===== config.mk =====
export PLATFORM = sky130hd
export DESIGN_NAME = spi_frame_sync_audio_control
export DESIGN_NICKNAME = d
export VERILOG_FILES = /design/src/rtl/spi_frame_sync_pkg.sv /design/src/rtl/spi_frame_sync_audio_control.sv
export VERILOG_INCLUDE_DIRS = /design/src /design/src/rtl
export SDC_FILE = /design/constraint.sdc
export NUM_CORES = 1
export LEC_CHECK = 0
export BUFFER_PORTS_ARGS = -buffer_cell sky130_fd_sc_hd__buf_4
export CORE_MARGIN = 5
export CORE_UTILIZATION = 61
export CTS_CLUSTER_DIAMETER = 80
export DETAILED_ROUTE_END_ITERATION = 8
export PLACE_DENSITY_LB_ADDON = 0.25
export SYNTH_ARGS = -nofsm -noshare
export SYNTH_HDL_FRONTEND = slang
export SYNTH_SLANG_ARGS = --single-unit

===== constraint.sdc =====
create_clock -name sys_clk -period 3.25 [get_ports sys_clk]
set_input_delay 0.325 -clock sys_clk [delete_from_list [all_inputs] [get_ports sys_clk]]
set_output_delay 0.325 -clock sys_clk [all_outputs]
set_load 0.005 [all_outputs]

===== src/rtl/spi_frame_sync_consts.svh =====
// Purpose: Offsets, field positions, reset values for the framing block.
// Assumes: Byte addresses on a 32-bit Avalon-MM slave.
// Notes:   Included by the top module and by the bench.
`ifndef SPI_FRAME_SYNC_CONSTS_SVH
`define SPI_FRAME_SYNC_CONSTS_SVH
// Register byte offsets.
`define OFS_CTRL_ONE_HIGH 5'h00
`define OFS_PORT_CONFIG   5'h04
`define OFS_UNDERRUN_DATA 5'h08
`define OFS_TX_DATA       5'h0C
`define OFS_STATUS        5'h10
// Control field positions.
`define POS_AUDIO_EN      15
`define POS_IGNORE_UR     12
`define POS_MONO          11
`define POS_UR_DATA_EN    10
`define POS_PROTO_LO      8
`define POS_FRAMED        7
`define POS_SYNC_DIR      6
`define POS_POLARITY      5
`define POS_AUTO_SELECT   4
`define POS_PULSE_WIDTH   3
`define POS_WORDS_LO      0
// Fields frozen while the port runs.
`define CTRL_LOCK_MASK    16'h8B00
`define CTRL_RESET        16'h0000
`define PROTO_PCM_DSP     2'h3
// Port configuration fields.
`define POS_PORT_EN       0
`define POS_WLEN_LO       8
`define CFG_RESET         6'h00
`define UR_DATA_RESET     32'h00000000
// Status fields.
`define POS_ST_TX_FULL    0
`define POS_ST_UNDERRUN   1
`define POS_ST_BUSY       2
`endif


===== src/rtl/spi_frame_sync_pkg.sv =====
// Purpose: Types shared by the framing block.
// Assumes: Nothing beyond the constants header.
// Notes:   One-hot link states.
package spi_frame_sync_pkg;
  typedef enum logic [1:0] {
    ST_IDLE  = 2'b01,
    ST_SHIFT = 2'b10
  } link_state_e;
endpackage : spi_frame_sync_pkg


===== src/rtl/spi_frame_sync_audio_control.sv =====
// Purpose: Frame sync, select pin and audio framing of a serial port.
// Assumes: Serial clock comes from outside and is sampled by sys_clk.
// Notes:   Data shifts out MSB first on each falling serial clock edge.
//
// Operation
// - Underrun sends underrun register when enabled and ignored.
// - Non-PCM audio forces word-long sync pulses.
// - Protocol select locked while running; needs audio.
// - Audio enable writable only while port disabled.
// - Mono locked while running; needs audio enable.
// - Direction bit: one receives sync, zero drives.
// - Polarity bit sets sync and select levels.
// - Auto select drives pin during master transfer.
// - Width bit: word-long or one-clock pulse.
// - Count field sets words per sync pulse.
`include "spi_frame_sync_consts.svh"
module spi_frame_sync_audio_control
  import spi_frame_sync_pkg::*;
(
  // Clock and reset.
  input  wire logic        sys_clk,
  input  wire logic        rst_b,
  // Avalon-MM slave.
  input  wire logic [4:0]  avs_address,
  input  wire logic        avs_read,
  input  wire logic        avs_write,
  input  wire logic [31:0] avs_writedata,
  output logic      [31:0] avs_readdata,
  output logic             avs_waitrequest,
  // Serial link.
  input  wire logic        sclkIn,
  output logic             sdoOut,
  // Select pin, also the frame sync pin.
  input  wire logic        selPinIn,
  output logic             selPinOut,
  output logic             selPinOe
);

  ////////////////////////////////////////////////////////////////////////
  // Decodes the count field into the index of the last word of a frame.
  function automatic logic [4:0] last_word(input logic [2:0] code);
    unique case (code)
      3'h0:    last_word = 5'h00;
      3'h1:    last_word = 5'h01;
      3'h2:    last_word = 5'h03;
      3'h3:    last_word = 5'h07;
      3'h4:    last_word = 5'h0F;
      3'h5:    last_word = 5'h1F;
      default: last_word = 5'h00;
    endcase
  endfunction : last_word

  logic [15:0]  ctrl;
  logic [5:0]   cfg;
  logic [31:0]  urData;
  logic [31:0]  txData;
  logic [15:0]  next_ctrl;
  logic [5:0]   next_cfg;
  logic [31:0]  next_urData;
  logic [31:0]  next_txData;
  logic [31:0]  next_rdata;
  logic         next_wait;
  logic         req;
  logic         commit;
  logic         wrTx;
  logic         clrUr;
  link_state_e  state;
  link_state_e  next_state;
  logic         txFull;
  logic         next_txFull;
  logic         urFlag;
  logic         next_urFlag;
  logic [4:0]   bitCnt;
  logic [4:0]   next_bitCnt;
  logic [4:0]   wordCnt;
  logic [4:0]   next_wordCnt;
  logic [31:0]  shiftReg;
  logic [31:0]  next_shift;
  logic [31:0]  holdWord;
  logic [31:0]  next_hold;
  logic         next_sdo;
  logic         next_selOut;
  logic         next_selOe;
  logic         sclkS1;
  logic         sclkS2;
  logic         sclkD;
  logic         syncS1;
  logic         syncS2;

  // Named views of the control fields.
  logic        portEnable;
  logic [4:0]  wlen;
  logic        audioEn;
  logic [1:0]  proto;
  logic        framedEff;
  logic        master;
  logic        pol;
  logic        wideEff;
  logic [4:0]  lastWord;
  logic        urSend;

  assign portEnable = cfg[`POS_PORT_EN];
  assign wlen       = cfg[5:1];
  assign audioEn    = ctrl[`POS_AUDIO_EN];
  assign proto      = audioEn ? ctrl[`POS_PROTO_LO +: 2] : 2'h0;
  // Audio support frames the port even with the framed bit clear.
  assign framedEff  = ctrl[`POS_FRAMED] | audioEn;
  assign master     = ~ctrl[`POS_SYNC_DIR];
  assign pol        = ctrl[`POS_POLARITY];
  // Non-PCM audio ignores the width bit.
  assign wideEff    = ctrl[`POS_PULSE_WIDTH] |
                      (audioEn & (proto != `PROTO_PCM_DSP));
  assign lastWord   = last_word(ctrl[`POS_WORDS_LO +: 3]);
  assign urSend     = ctrl[`POS_IGNORE_UR] & ctrl[`POS_UR_DATA_EN];

  ////////////////////////////////////////////////////////////////////////
  // Bus slave: answers one cycle after a request, then commits.
  always_comb begin
    req         = avs_read | avs_write;
    commit      = avs_write & ~avs_waitrequest;
    next_wait   = ~(req & avs_waitrequest);
    next_rdata  = avs_readdata;
    next_ctrl   = ctrl;
    next_cfg    = cfg;
    next_urData = urData;
    next_txData = txData;
    wrTx        = 1'b0;
    clrUr       = 1'b0;
    if (req && avs_waitrequest) begin
      unique case (avs_address)
        `OFS_CTRL_ONE_HIGH: next_rdata = {16'h0000, ctrl};
        `OFS_PORT_CONFIG:   next_rdata = {19'h0, wlen, 7'h0, portEnable};
        `OFS_UNDERRUN_DATA: next_rdata = urData;
        `OFS_STATUS:        next_rdata = {29'h0, state == ST_SHIFT,
                                          urFlag, txFull};
        default:            next_rdata = 32'h00000000;
      endcase
    end
    if (commit) begin
      unique case (avs_address)
        `OFS_CTRL_ONE_HIGH: begin
          // Locked fields keep their value while the port runs.
          if (portEnable) begin
            next_ctrl = (ctrl & `CTRL_LOCK_MASK) |
                        (avs_writedata[15:0] & ~`CTRL_LOCK_MASK);
          end else begin
            next_ctrl = avs_writedata[15:0];
          end
        end
        `OFS_PORT_CONFIG: begin
          next_cfg = {avs_writedata[`POS_WLEN_LO +: 5],
                      avs_writedata[`POS_PORT_EN]};
        end
        `OFS_UNDERRUN_DATA: next_urData = avs_writedata;
        `OFS_TX_DATA: begin
          next_txData = avs_writedata;
          wrTx        = 1'b1;
        end
        `OFS_STATUS: clrUr = avs_writedata[`POS_ST_UNDERRUN];
        default: ;
      endcase
    end
  end

  // Registers of the bus slave.
  always_ff @(posedge sys_clk or negedge rst_b) begin
    if (!rst_b) begin
      ctrl            <= `CTRL_RESET;
      cfg             <= `CFG_RESET;
      urData          <= `UR_DATA_RESET;
      txData          <= 32'h00000000;
      avs_readdata    <= 32'h00000000;
      avs_waitrequest <= 1'b1;
    end else begin
      ctrl            <= next_ctrl;
      cfg             <= next_cfg;
      urData          <= next_urData;
      txData          <= next_txData;
      avs_readdata    <= next_rdata;
      avs_waitrequest <= next_wait;
    end
  end

  ////////////////////////////////////////////////////////////////////////
  // Two-stage synchronisers plus an edge stage for the serial clock.
  always_ff @(posedge sys_clk or negedge rst_b) begin
    if (!rst_b) begin
      sclkS1 <= 1'b0;
      sclkS2 <= 1'b0;
      sclkD  <= 1'b0;
      syncS1 <= 1'b0;
      syncS2 <= 1'b0;
    end else begin
      sclkS1 <= sclkIn;
      sclkS2 <= sclkS1;
      sclkD  <= sclkS2;
      syncS1 <= selPinIn;
      syncS2 <= syncS1;
    end
  end

  ////////////////////////////////////////////////////////////////////////
  // Link engine: word fetch, shifting, frame counting and pin levels.
  logic        fall;
  logic        go;
  logic        inFrame;
  logic        monoRep;
  logic        consume;
  logic        setUr;
  logic [31:0] word;
  logic [31:0] aligned;

  always_comb begin
    fall         = sclkD & ~sclkS2;
    // A slave waits for a received sync pulse at its active level.
    go           = fall & ((state == ST_SHIFT) | (portEnable &
                   (~framedEff | master | (syncS2 == pol))));
    monoRep      = audioEn & ctrl[`POS_MONO] & wordCnt[0];
    inFrame      = (wordCnt == 5'h00) & (wideEff | (bitCnt == 5'h00));
    if (txFull) begin
      word = txData;
    end else if (urSend) begin
      word = urData;
    end else begin
      word = 32'h00000000;
    end
    if (monoRep) begin
      word = holdWord;
    end
    aligned      = word << (5'd31 - wlen);
    consume      = 1'b0;
    setUr        = 1'b0;
    next_state   = state;
    next_bitCnt  = bitCnt;
    next_wordCnt = wordCnt;
    next_shift   = shiftReg;
    next_hold    = holdWord;
    next_sdo     = sdoOut;
    if (go) begin
      next_state = ST_SHIFT;
      if (bitCnt == 5'h00) begin
        next_hold  = word;
        consume    = txFull & ~monoRep;
        setUr      = ~txFull & ~monoRep;
        next_sdo   = aligned[31];
        next_shift = {aligned[30:0], 1'b0};
      end else begin
        next_sdo   = shiftReg[31];
        next_shift = {shiftReg[30:0], 1'b0};
      end
      if (bitCnt >= wlen) begin
        next_bitCnt  = 5'h00;
        next_wordCnt = (wordCnt >= lastWord) ? 5'h00 :
                       wordCnt + 5'h01;
      end else begin
        next_bitCnt  = bitCnt + 5'h01;
      end
    end
    if (!portEnable) begin
      next_state   = ST_IDLE;
      next_bitCnt  = 5'h00;
      next_wordCnt = 5'h00;
    end
    // Software writes win over consumption and clears lose to events.
    next_txFull  = (txFull & ~consume) | wrTx;
    next_urFlag  = setUr | (urFlag & ~clrUr);
    // Pin ownership and level.
    next_selOe   = portEnable & (framedEff ? master :
                   (master & ctrl[`POS_AUTO_SELECT]));
    if (framedEff) begin
      if (go) begin
        next_selOut = inFrame ? pol : ~pol;
      end else if (state == ST_IDLE) begin
        next_selOut = ~pol;
      end else begin
        next_selOut = selPinOut;
      end
    end else begin
      next_selOut = (state == ST_SHIFT) ? pol : ~pol;
    end
  end

  // Registers of the link engine.
  always_ff @(posedge sys_clk or negedge rst_b) begin
    if (!rst_b) begin
      state     <= ST_IDLE;
      txFull    <= 1'b0;
      urFlag    <= 1'b0;
      bitCnt    <= 5'h00;
      wordCnt   <= 5'h00;
      shiftReg  <= 32'h00000000;
      holdWord  <= 32'h00000000;
      sdoOut    <= 1'b0;
      selPinOut <= 1'b1;
      selPinOe  <= 1'b0;
    end else begin
      state     <= next_state;
      txFull    <= next_txFull;
      urFlag    <= next_urFlag;
      bitCnt    <= next_bitCnt;
      wordCnt   <= next_wordCnt;
      shiftReg  <= next_shift;
      holdWord  <= next_hold;
      sdoOut    <= next_sdo;
      selPinOut <= next_selOut;
      selPinOe  <= next_selOe;
    end
  end
endmodule : spi_frame_sync_audio_control


==> results of run 1 <==
==> through the flow <==
stage | std cells | total power, uW | setup WS [ns] | instance area [um2] | utilization [%]
after floorplan | 1086 | 5030 | 0.400 | 11200 | -
after global placement | 1354 | 5750 | 0.570 | 12200 | 67.6
after detailed placement | 1354 | 5800 | 0.511 | 12200 | 67.6
after CTS | 1396 | 8280 | 0.486 | 12900 | 71.7
after global routing | 1396 | 8700 | 0.272 | 12900 | 71.7
final | 1396 | 8310 | 0.448 | 12900 | 71.7
==> registers in the layout, summed over array words and instances, names as in the netlist, 2 cells and up <==
signal        flops
urData           32
bitCnt            5
wordCnt           5
cfg               6
avs_readdata     32
state             2
ctrl             16
holdWord         32
shiftReg         31
txData           32
==> synthesized netlist by cell type (11+ instances only) <==
cell type	n	area share, %
sky130_fd_sc_hd__a21o_1	11	0.74
sky130_fd_sc_hd__a21oi_1	38	1.7
sky130_fd_sc_hd__a22oi_1	16	1.1
sky130_fd_sc_hd__a31oi_1	51	2.8
sky130_fd_sc_hd__and4b_1	24	2.1
sky130_fd_sc_hd__buf_2	19	0.85
sky130_fd_sc_hd__clkbuf_1	49	1.6
sky130_fd_sc_hd__dfrtp_1	201	45
sky130_fd_sc_hd__ha_1	14	1.6
sky130_fd_sc_hd__inv_1	14	0.47
sky130_fd_sc_hd__mux2_2	89	8.9
sky130_fd_sc_hd__mux2i_1	43	3.8
sky130_fd_sc_hd__mux4_2	18	3.6
sky130_fd_sc_hd__nand2_1	133	4.4
sky130_fd_sc_hd__nand3_1	16	0.71
sky130_fd_sc_hd__nand4b_1	25	1.9
sky130_fd_sc_hd__nor2_1	76	2.5
sky130_fd_sc_hd__nor3_1	13	0.58
sky130_fd_sc_hd__o211ai_1	11	0.74
sky130_fd_sc_hd__o21ai_0	73	3.3
==> power by group through the flow <==
stage	Combinational, uW	Sequential, uW	Clock [uW]
after detailed placement	2340	3470	0
final	2390	3450	2470
after global placement	2290	3460	0
after floorplan	1720	3320	0
after CTS	2350	3430	2500
after global routing	2600	3490	2600
==> layout make-up <==
| type | count | area (um2) |
|---|---|---|
| Multi-Input combinational cell | 779 | 5700 |
| Sequential cell | 204 | 5110 |
| Fill cell | 1325 | 5100 |
| Timing Repair Buffer | 130 | 1060 |
| Clock buffer | 36 | 643 |
| Tap cell | 229 | 287 |
| Clock inverter | 3 | 65.1 |
| Inverter | 15 | 56.3 |
==> critical path, cell delays in order (launching register included) <==
cell and delay, ns:
sky130_fd_sc_hd__dfrtp_1 0.66, sky130_fd_sc_hd__buf_4 0.24, sky130_fd_sc_hd__inv_1 0.09, sky130_fd_sc_hd__ha_1 0.30
sky130_fd_sc_hd__nand2b_1 0.15, sky130_fd_sc_hd__a21o_1 0.17, sky130_fd_sc_hd__a21o_1 0.17, sky130_fd_sc_hd__a21oi_1 0.13
sky130_fd_sc_hd__o21ai_0 0.20, sky130_fd_sc_hd__nor3_1 0.40, sky130_fd_sc_hd__a21o_1 0.22
==> per-layer routing <==
metal / part of all wire, % / vias up / global-route usage (%) / wire [um]
met5: 0 / - / 0 / 0
met4: 3.5 / 0 / 9.24 / 1080
met3: 7.9 / 79 / 4.89 / 2470
met2: 46 / 448 / 44.3 / 14500
met1: 42 / 4542 / 42.0 / 13300
li1: - / 4194 / - / -
==> repair_timing <==
action,CTS,global route
resized for setup,0,0
hold buffers,3,0
endpoints found under the hold margin,80,0
==> placed cells by master, fill, tap and decap left out, types with 18 or more instances in the layout <==
| cell | count |
|---|---|
| sky130_fd_sc_hd__and4b_1 | 24 |
| sky130_fd_sc_hd__dfrtp_1 | 200 |
| sky130_fd_sc_hd__mux4_2 | 18 |
| sky130_fd_sc_hd__mux2i_1 | 43 |
| sky130_fd_sc_hd__o21ai_0 | 73 |
| sky130_fd_sc_hd__nor2_1 | 75 |
| sky130_fd_sc_hd__mux2_2 | 89 |
| sky130_fd_sc_hd__buf_4 | 120 |
| sky130_fd_sc_hd__nand4b_1 | 25 |
| sky130_fd_sc_hd__a31oi_1 | 51 |
| sky130_fd_sc_hd__nand2_1 | 133 |
| sky130_fd_sc_hd__a21oi_1 | 38 |
| sky130_fd_sc_hd__clkbuf_16 | 22 |
==> logic make-up (layout without fill, tap and decap cells) <==
family | count (synthesis) | count (layout) | share of synthesized area (%)
flip-flops | 204 | 204 | 45.5
AND/OR/NAND/NOR | 332 | 332 | 15.4
multiplexers | 152 | 152 | 16.8
AO/OA/AOI/OAI | 279 | 279 | 16.4
XOR/XNOR | 2 | 2 | 0.156
buffers and inverters | 103 | 184 | 4.09
adder cells (fa/ha/maj) | 14 | 14 | 1.56
==> worst max-delay path by stage <==
stage / to / start / slack [ns] / depth (start not counted)
2_1_floorplan: bitCnt[3]$_DFFE_PN0P_ / cfg[2]$_DFFE_PN0P_ / 0.40 / 10
3_3_place_gp: wordCnt[0]$_DFFE_PN0P_ / wordCnt[0]$_DFFE_PN0P_ / 0.57 / 10
3_5_place_dp: wordCnt[0]$_DFFE_PN0P_ / wordCnt[0]$_DFFE_PN0P_ / 0.51 / 10
4_1_cts: wordCnt[0]$_DFFE_PN0P_ / wordCnt[0]$_DFFE_PN0P_ / 0.49 / 10
5_1_grt: wordCnt[0]$_DFFE_PN0P_ / wordCnt[0]$_DFFE_PN0P_ / 0.27 / 10
6_report: wordCnt[0]$_DFFE_PN0P_ / wordCnt[0]$_DFFE_PN0P_ / 0.45 / 10
==> run summary, run 1 <==
Headroom to the max-slew limit came out at 52.0%. The pin count of the biggest net entering global routing is 84. The number of different library cells used by synthesis comes to 69. Yosys printed 0 warnings. The run gives 0.0246 ns as the maximum clock skew at final layout.

The initial utilization of the core area, before any placement, comes to 62.3%. The run gives 6 as the number of iterations in the first detailed-routing pass. The category of the worst setup path capture point is a flip-flop. Derived from the worst setup path, the maximum achievable clock frequency is 357 MHz.

The shortest clock period the worst path allows after layout came out at 2.80 ns. Hold path startpoint: avs_writedata[23]. In the global route stage, overall resource usage came out at 28.8%. For the worst flop-to-flop path, the logic depth is 10. The logs give 0.518 mV for the peak ir drop on the vdd network and 0.973 for the placer congestion estimate.

In this run the core area contains 49 standard-cell rows. Switching share of total power: 33.2%. The floorplan step set the die height to 146 um. The number of hold violations in the final report came out at 0. Input and output buffers added on the ports amount to 78. The async set or reset register ratio after synthesis works out to 100%.

From left edge to right edge, the die measures 146 um. For the worst setup path, the data arrival time is 3.24 ns. In this run the worst path has a maximum fanout of 15. For this run, the register share of the synthesized area comes to 45.5%. TritonCTS built the clock tree.

Final wirelength: 31.3 mm. Number of antenna violations at the first check in global routing: 0. At the end of the flow, the number of nets in the layout was 1209. The worst hold path belongs to the class in -> reg. Number of synthesized flops with an enable pin: 0. The tools report the design internal power as 5540 uW.

Summed over all layers, the global routing overflow is 0. Among all flip-flop cells after synthesis, the most frequent one is sky130_fd_sc_hd__dfrtp_1. The number of stages on the worst hold path came out at 2.

The startpoint identified for the worst register-to-register timing path is wordCnt[0]$_DFFE_PN0P_. The clock latency of the later-clocked register in the worst-skew pair is 0.53 ns, and the post-detailed-route wirelength per cell is 22.4 um. The analysis attributes to cell leakage a power of 0.00587 uW. The die covers 21200 um2. The logs give 973 for the number of DRC markers in iteration 0 and 0.45 ns for the worst reg-to-reg setup slack.

Summing every instance area after synthesis gives 11200 um2. Setup repair after global routing left no endpoint under its margin. Compared with the post-synthesis result, the final layout area differs by 15.1%. For the pin with the worst max-slew slack, the measured transition is 0.713 ns. The logs give 3 for the maximum clock path buffer count and 29.8% for the portion of total power attributed to the clock network. Synthesis inferred 204 register bits.

Averaged over all synthesized cells, the footprint is 10.3 um2. After detailed routing, the number of vias per cell comes to 6.64. The final max-slew violation count is 0.

The max-cap check violation count came out at 0. The sum of negative setup slack was 0 ns. The number of global-route vias before repair is 9100.

After clock tree synthesis, the clock-pin slew on the worst setup and hold paths is 0.06 ns. The analysis attributes to net switching a power of 2760 uW. Combinational cells account for 28.7% of the total power. 0 antenna diodes ended up in the layout. The number of top-level pins was 79. The fraction of the cycle the final worst path needs came out at 86.2%. The logs give 1086 for the synthesized instance count and 50.4 mm for the first-pass GRT wire length. Setup violations remaining at the end of the flow were counted as 0. STA puts the critical path data required time at 3.69 ns. STA classifies the critical path startpoint as a flip-flop.

In this run the clock root is driven by a sky130_fd_sc_hd__clkbuf_16. The net count of the mapped netlist is 1143, and the power density relative to cell area is 643 nW/um2. The tools report the number of buffers created by CTS as 22. The routed layout has 9263 vias. The hold slack was 0.0385 ns; the final HPWL from detailed placement was 22.1 mm. Destination of the worst register-to-register timing path: wordCnt[0]$_DFFE_PN0P_. After detailed routing, the number of remaining DRC violations is 0. Number of post-CTS setup repair buffers: 0. The number of H-tree branching levels was 1.

The critical path in this run is classified as reg -> reg. The portion of total power attributed to sequential cells came out at 41.5%. The tools report the standard cell core area as 18000 um2.

The run finished with clean final reports. The final antenna-violating net count came out at 0. The tools report the sink of the worst hold path as txData[23]$_DFFE_PN0P_. Clock tree synthesis found a total of 204 sinks. Cells with a size suffix above 1 make up 24.4% of the layout.
(Power assumes the default switching activity.)
==> inputs of run 2 (changes only) <==
REMOVE_ABC_BUFFERS = 1   (was unset)
==> run 2 against run 1 <==
Compared with the run above: global-route usage fell by 0.47 points; die area unchanged; first-iteration DRC count is 12% higher; critical path type unchanged.
==> run summary, run 2 (same netlist as run 1, synthesis figures left out) <==
The flow ran to the end, and the final reports show no timing, DRC or antenna violations. The power density relative to cell area is 670 nW/um2 (+4.2%). The utilization of the core after routing was 72.2% (+0.53 points); the global-route usage over all layers was 28.3% (-0.47 points). The shortest clock period the worst path allows after layout was 2.88 ns (+0.0820 ns); the stage delay of the slowest cell on the critical path was 0.72 ns (+0.06 ns).

The worst hold path class was in -> reg. The transition at the pin with the smallest max-transition slack came out at 0.871 ns (+0.159 ns). The family with the most delay on the worst path was compound AO/OA/AOI/OAI gates.

The vertical extent of the die was 146 um (unchanged); the number of post-CTS setup repair buffers was 0 (unchanged). The logs give 62.3% (unchanged) for the starting utilization of the core area and 0.52 ns (about the same) for the clock latency of the later-clocked register in the worst-skew pair. Leakage component of the power: 0.00592 uW (+0.90%).

The category of the worst setup path capture point was a flip-flop. The logs give 1 (unchanged) for the number of H-tree branching levels and 50.4 mm (about the same) for the first-pass GRT wire length. The tools report the maximum clock skew at final layout as 0.0217 ns (-0.00287 ns). The critical path in this run is classified as reg -> reg. The fraction of layout instances using a drive strength above 1 works out to 25.0% (+0.58 points). The logs give 0.562 mV (+8.5%) for the peak ir drop on the vdd network and 0.985 (+1.3%) for the placer congestion estimate. For the number of global-route vias before repair, the log shows 9199 (+1.1%). For the endpoint required time on the critical path, the log shows 3.69 ns (about the same). Traced cell by cell, the critical path runs through buf_12 > nand4b_1 > a31oi_1 > mux4_2 > mux2i_1 > a2111oi_0 > a211o_1.

The final wirelength is 30.1 mm (-3.9%). The timing-limited maximum frequency came out at 347 MHz (-2.8%). The count of cells resized by post-cts repair is 0 (unchanged). Post-detailed-route DRC marker count: 0 (unchanged). The final max-slew violation count is 0 (unchanged), and the area of the die is 21200 um2 (unchanged). The number of top-level pins was 79 (unchanged); the cell row count was 49 (unchanged). The post-detailed-route wirelength per cell came out at 21.6 um (-3.7%). For the cts-stage hold buffer count, the log shows 4 (+1). The antenna diode count came out at 0 (unchanged). The tools report the global route total overflow as 0 (unchanged).

Leading cell type in the layout, fill and taps excluded: sky130_fd_sc_hd__dfrtp_1. Number of hold violations in the final report: 0 (unchanged). The CTS sink count came out at 204 (unchanged).

The run gives 8720 uW (+5.0%) as the power after layout. The library cells used most frequently in the layout, excluding fill and tap cells, are sky130_fd_sc_hd__dfrtp_1 (200), sky130_fd_sc_hd__nand2_1 (133), sky130_fd_sc_hd__buf_4 (116). The clock slew at the register clock pins of the worst setup and hold paths came out at 0.06 ns (about the same).

The number of buffers created by CTS was 23 (+4.5%); the number of setup violations in the final report was 0 (unchanged). The tools report the standard cell core area as 18000 um2 (unchanged). The die span in x was 146 um (unchanged); the number of nets in the layout was 1205 (-0.33%). The cell chosen for the clock root was sky130_fd_sc_hd__clkbuf_16. The fraction of the cycle the final worst path needs came out at 88.7% (+2.5 points).

The final HPWL from detailed placement came out at 20.4 mm (-7.6%). Count of buffers inserted at the top-level ports: 78 (unchanged). The critical path depth is 7 (-3), and the cell depth of the worst flop-to-flop path is 7 (-3). The arrival time at the worst endpoint is 3.33 ns (+0.09 ns). Critical-path cell with the highest stage delay: sky130_fd_sc_hd__dfrtp_1. Maximum clock path buffer count: 3 (unchanged). The via density per instance was 6.65 (+0.27%); the overall via count from detail_route was 9268 (+0.054%). Critical path launch point type: a flip-flop.

The number of antenna violations at the first check in global routing was 0 (unchanged); the number of stages on the worst hold path was 2 (unchanged). The worst reg-to-reg setup slack is 0.37 ns (-0.08 ns), and the number of iterations in the first detailed-routing pass is 7 (+1). Combined buffer and inverter count along the critical path: 1 (-1).

The final antenna-violating net count is 0 (unchanged), and the number of DRC markers in iteration 0 is 1088 (+12%). Setup repair after global routing left no endpoint under its margin. The area growth from synthesis to layout is 15.9%, and the pin count of the biggest net entering global routing is 105 (+25%).

The largest fanout on the critical path works out to 18 (+3). For the max-cap check violation count, the log shows 0 (unchanged). TritonCTS built the clock tree.

Max-slew headroom at the worst pin: 41.9% (-10 points).
-- run 2: cell types whose count changed in the layout (fill, tap and decap cells not counted), sizes merged --
cell | before | now
clkinvlp | 0 | 1
dlygate4sd3 | 3 | 4
clkbuf | 37 | 26
clkinv | 3 | 8
bufinv | 1 | 7
inv | 14 | 15
buf | 126 | 120
-- run 2: metrics by stage --
stage / setup slack, ns / hold WS, ns / std cells / area, um2 / setup TNS, ns
6_report: 0.366 / 0.0374 / 1393 / 13000 / 0
5_1_grt: 0.193 / 0.0385 / 1393 / 13000 / 0
4_1_cts: 0.461 / 0.0207 / 1393 / 13000 / 0
3_5_place_dp: 0.514 / 0.336 / 1348 / 12100 / 0
3_3_place_gp: 0.546 / 0.335 / 1348 / 12100 / 0
2_1_floorplan: -1.70 / 0.0294 / 998 / 10800 / -81.98
-- run 2: path summary, 6_finish.rpt --
kind                                           start                            to
min in group asynchronous                      rst_b  avs_readdata[29]$_DFFE_PN0P_
max in group asynchronous                      rst_b     avs_waitrequest$_DFF_PN1_
worst min-delay path                       avs_write     avs_waitrequest$_DFF_PN1_
worst min register to register      sclkS1$_DFF_PN0_              sclkS2$_DFF_PN0_
worst max-delay path            ctrl[10]$_DFFE_PN0P_      shiftReg[17]$_DFFE_PN0P_
worst max register to register  ctrl[10]$_DFFE_PN0P_      shiftReg[17]$_DFFE_PN0P_
-- run 2: layout make-up --
type	instances	area [um2]
fillers	1317	5000
well taps	229	287
inverters	15	56.3
multi-input cells	779	5700
clock buffers	25	603
repair buffers	125	1000
flip-flops and latches	204	5110
clock inverters	16	262
-- run 2: worst register-to-register path, stage by stage (launching register included) --
cell and delay, ns:
sky130_fd_sc_hd__dfrtp_1 0.72, sky130_fd_sc_hd__buf_12 0.23, sky130_fd_sc_hd__nand4b_1 0.15, sky130_fd_sc_hd__a31oi_1 0.47
sky130_fd_sc_hd__mux4_2 0.35, sky130_fd_sc_hd__mux2i_1 0.14, sky130_fd_sc_hd__a2111oi_0 0.60, sky130_fd_sc_hd__a211o_1 0.16
-- run 2: power breakdown --
part	switching (uW)	total, uW	internal, uW
combinational	1330	2350	1020
clock	1060	2950	1890
sequential	365	3420	3060
-- run 2: per-layer routing --
layer	vias up	GRT usage, %	wire length, um
met1	4634	42.2	13200
met2	380	42.9	13900
met3	64	5.20	2260
li1	4190	-	-
met4	0	7.88	809
met5	-	0	0
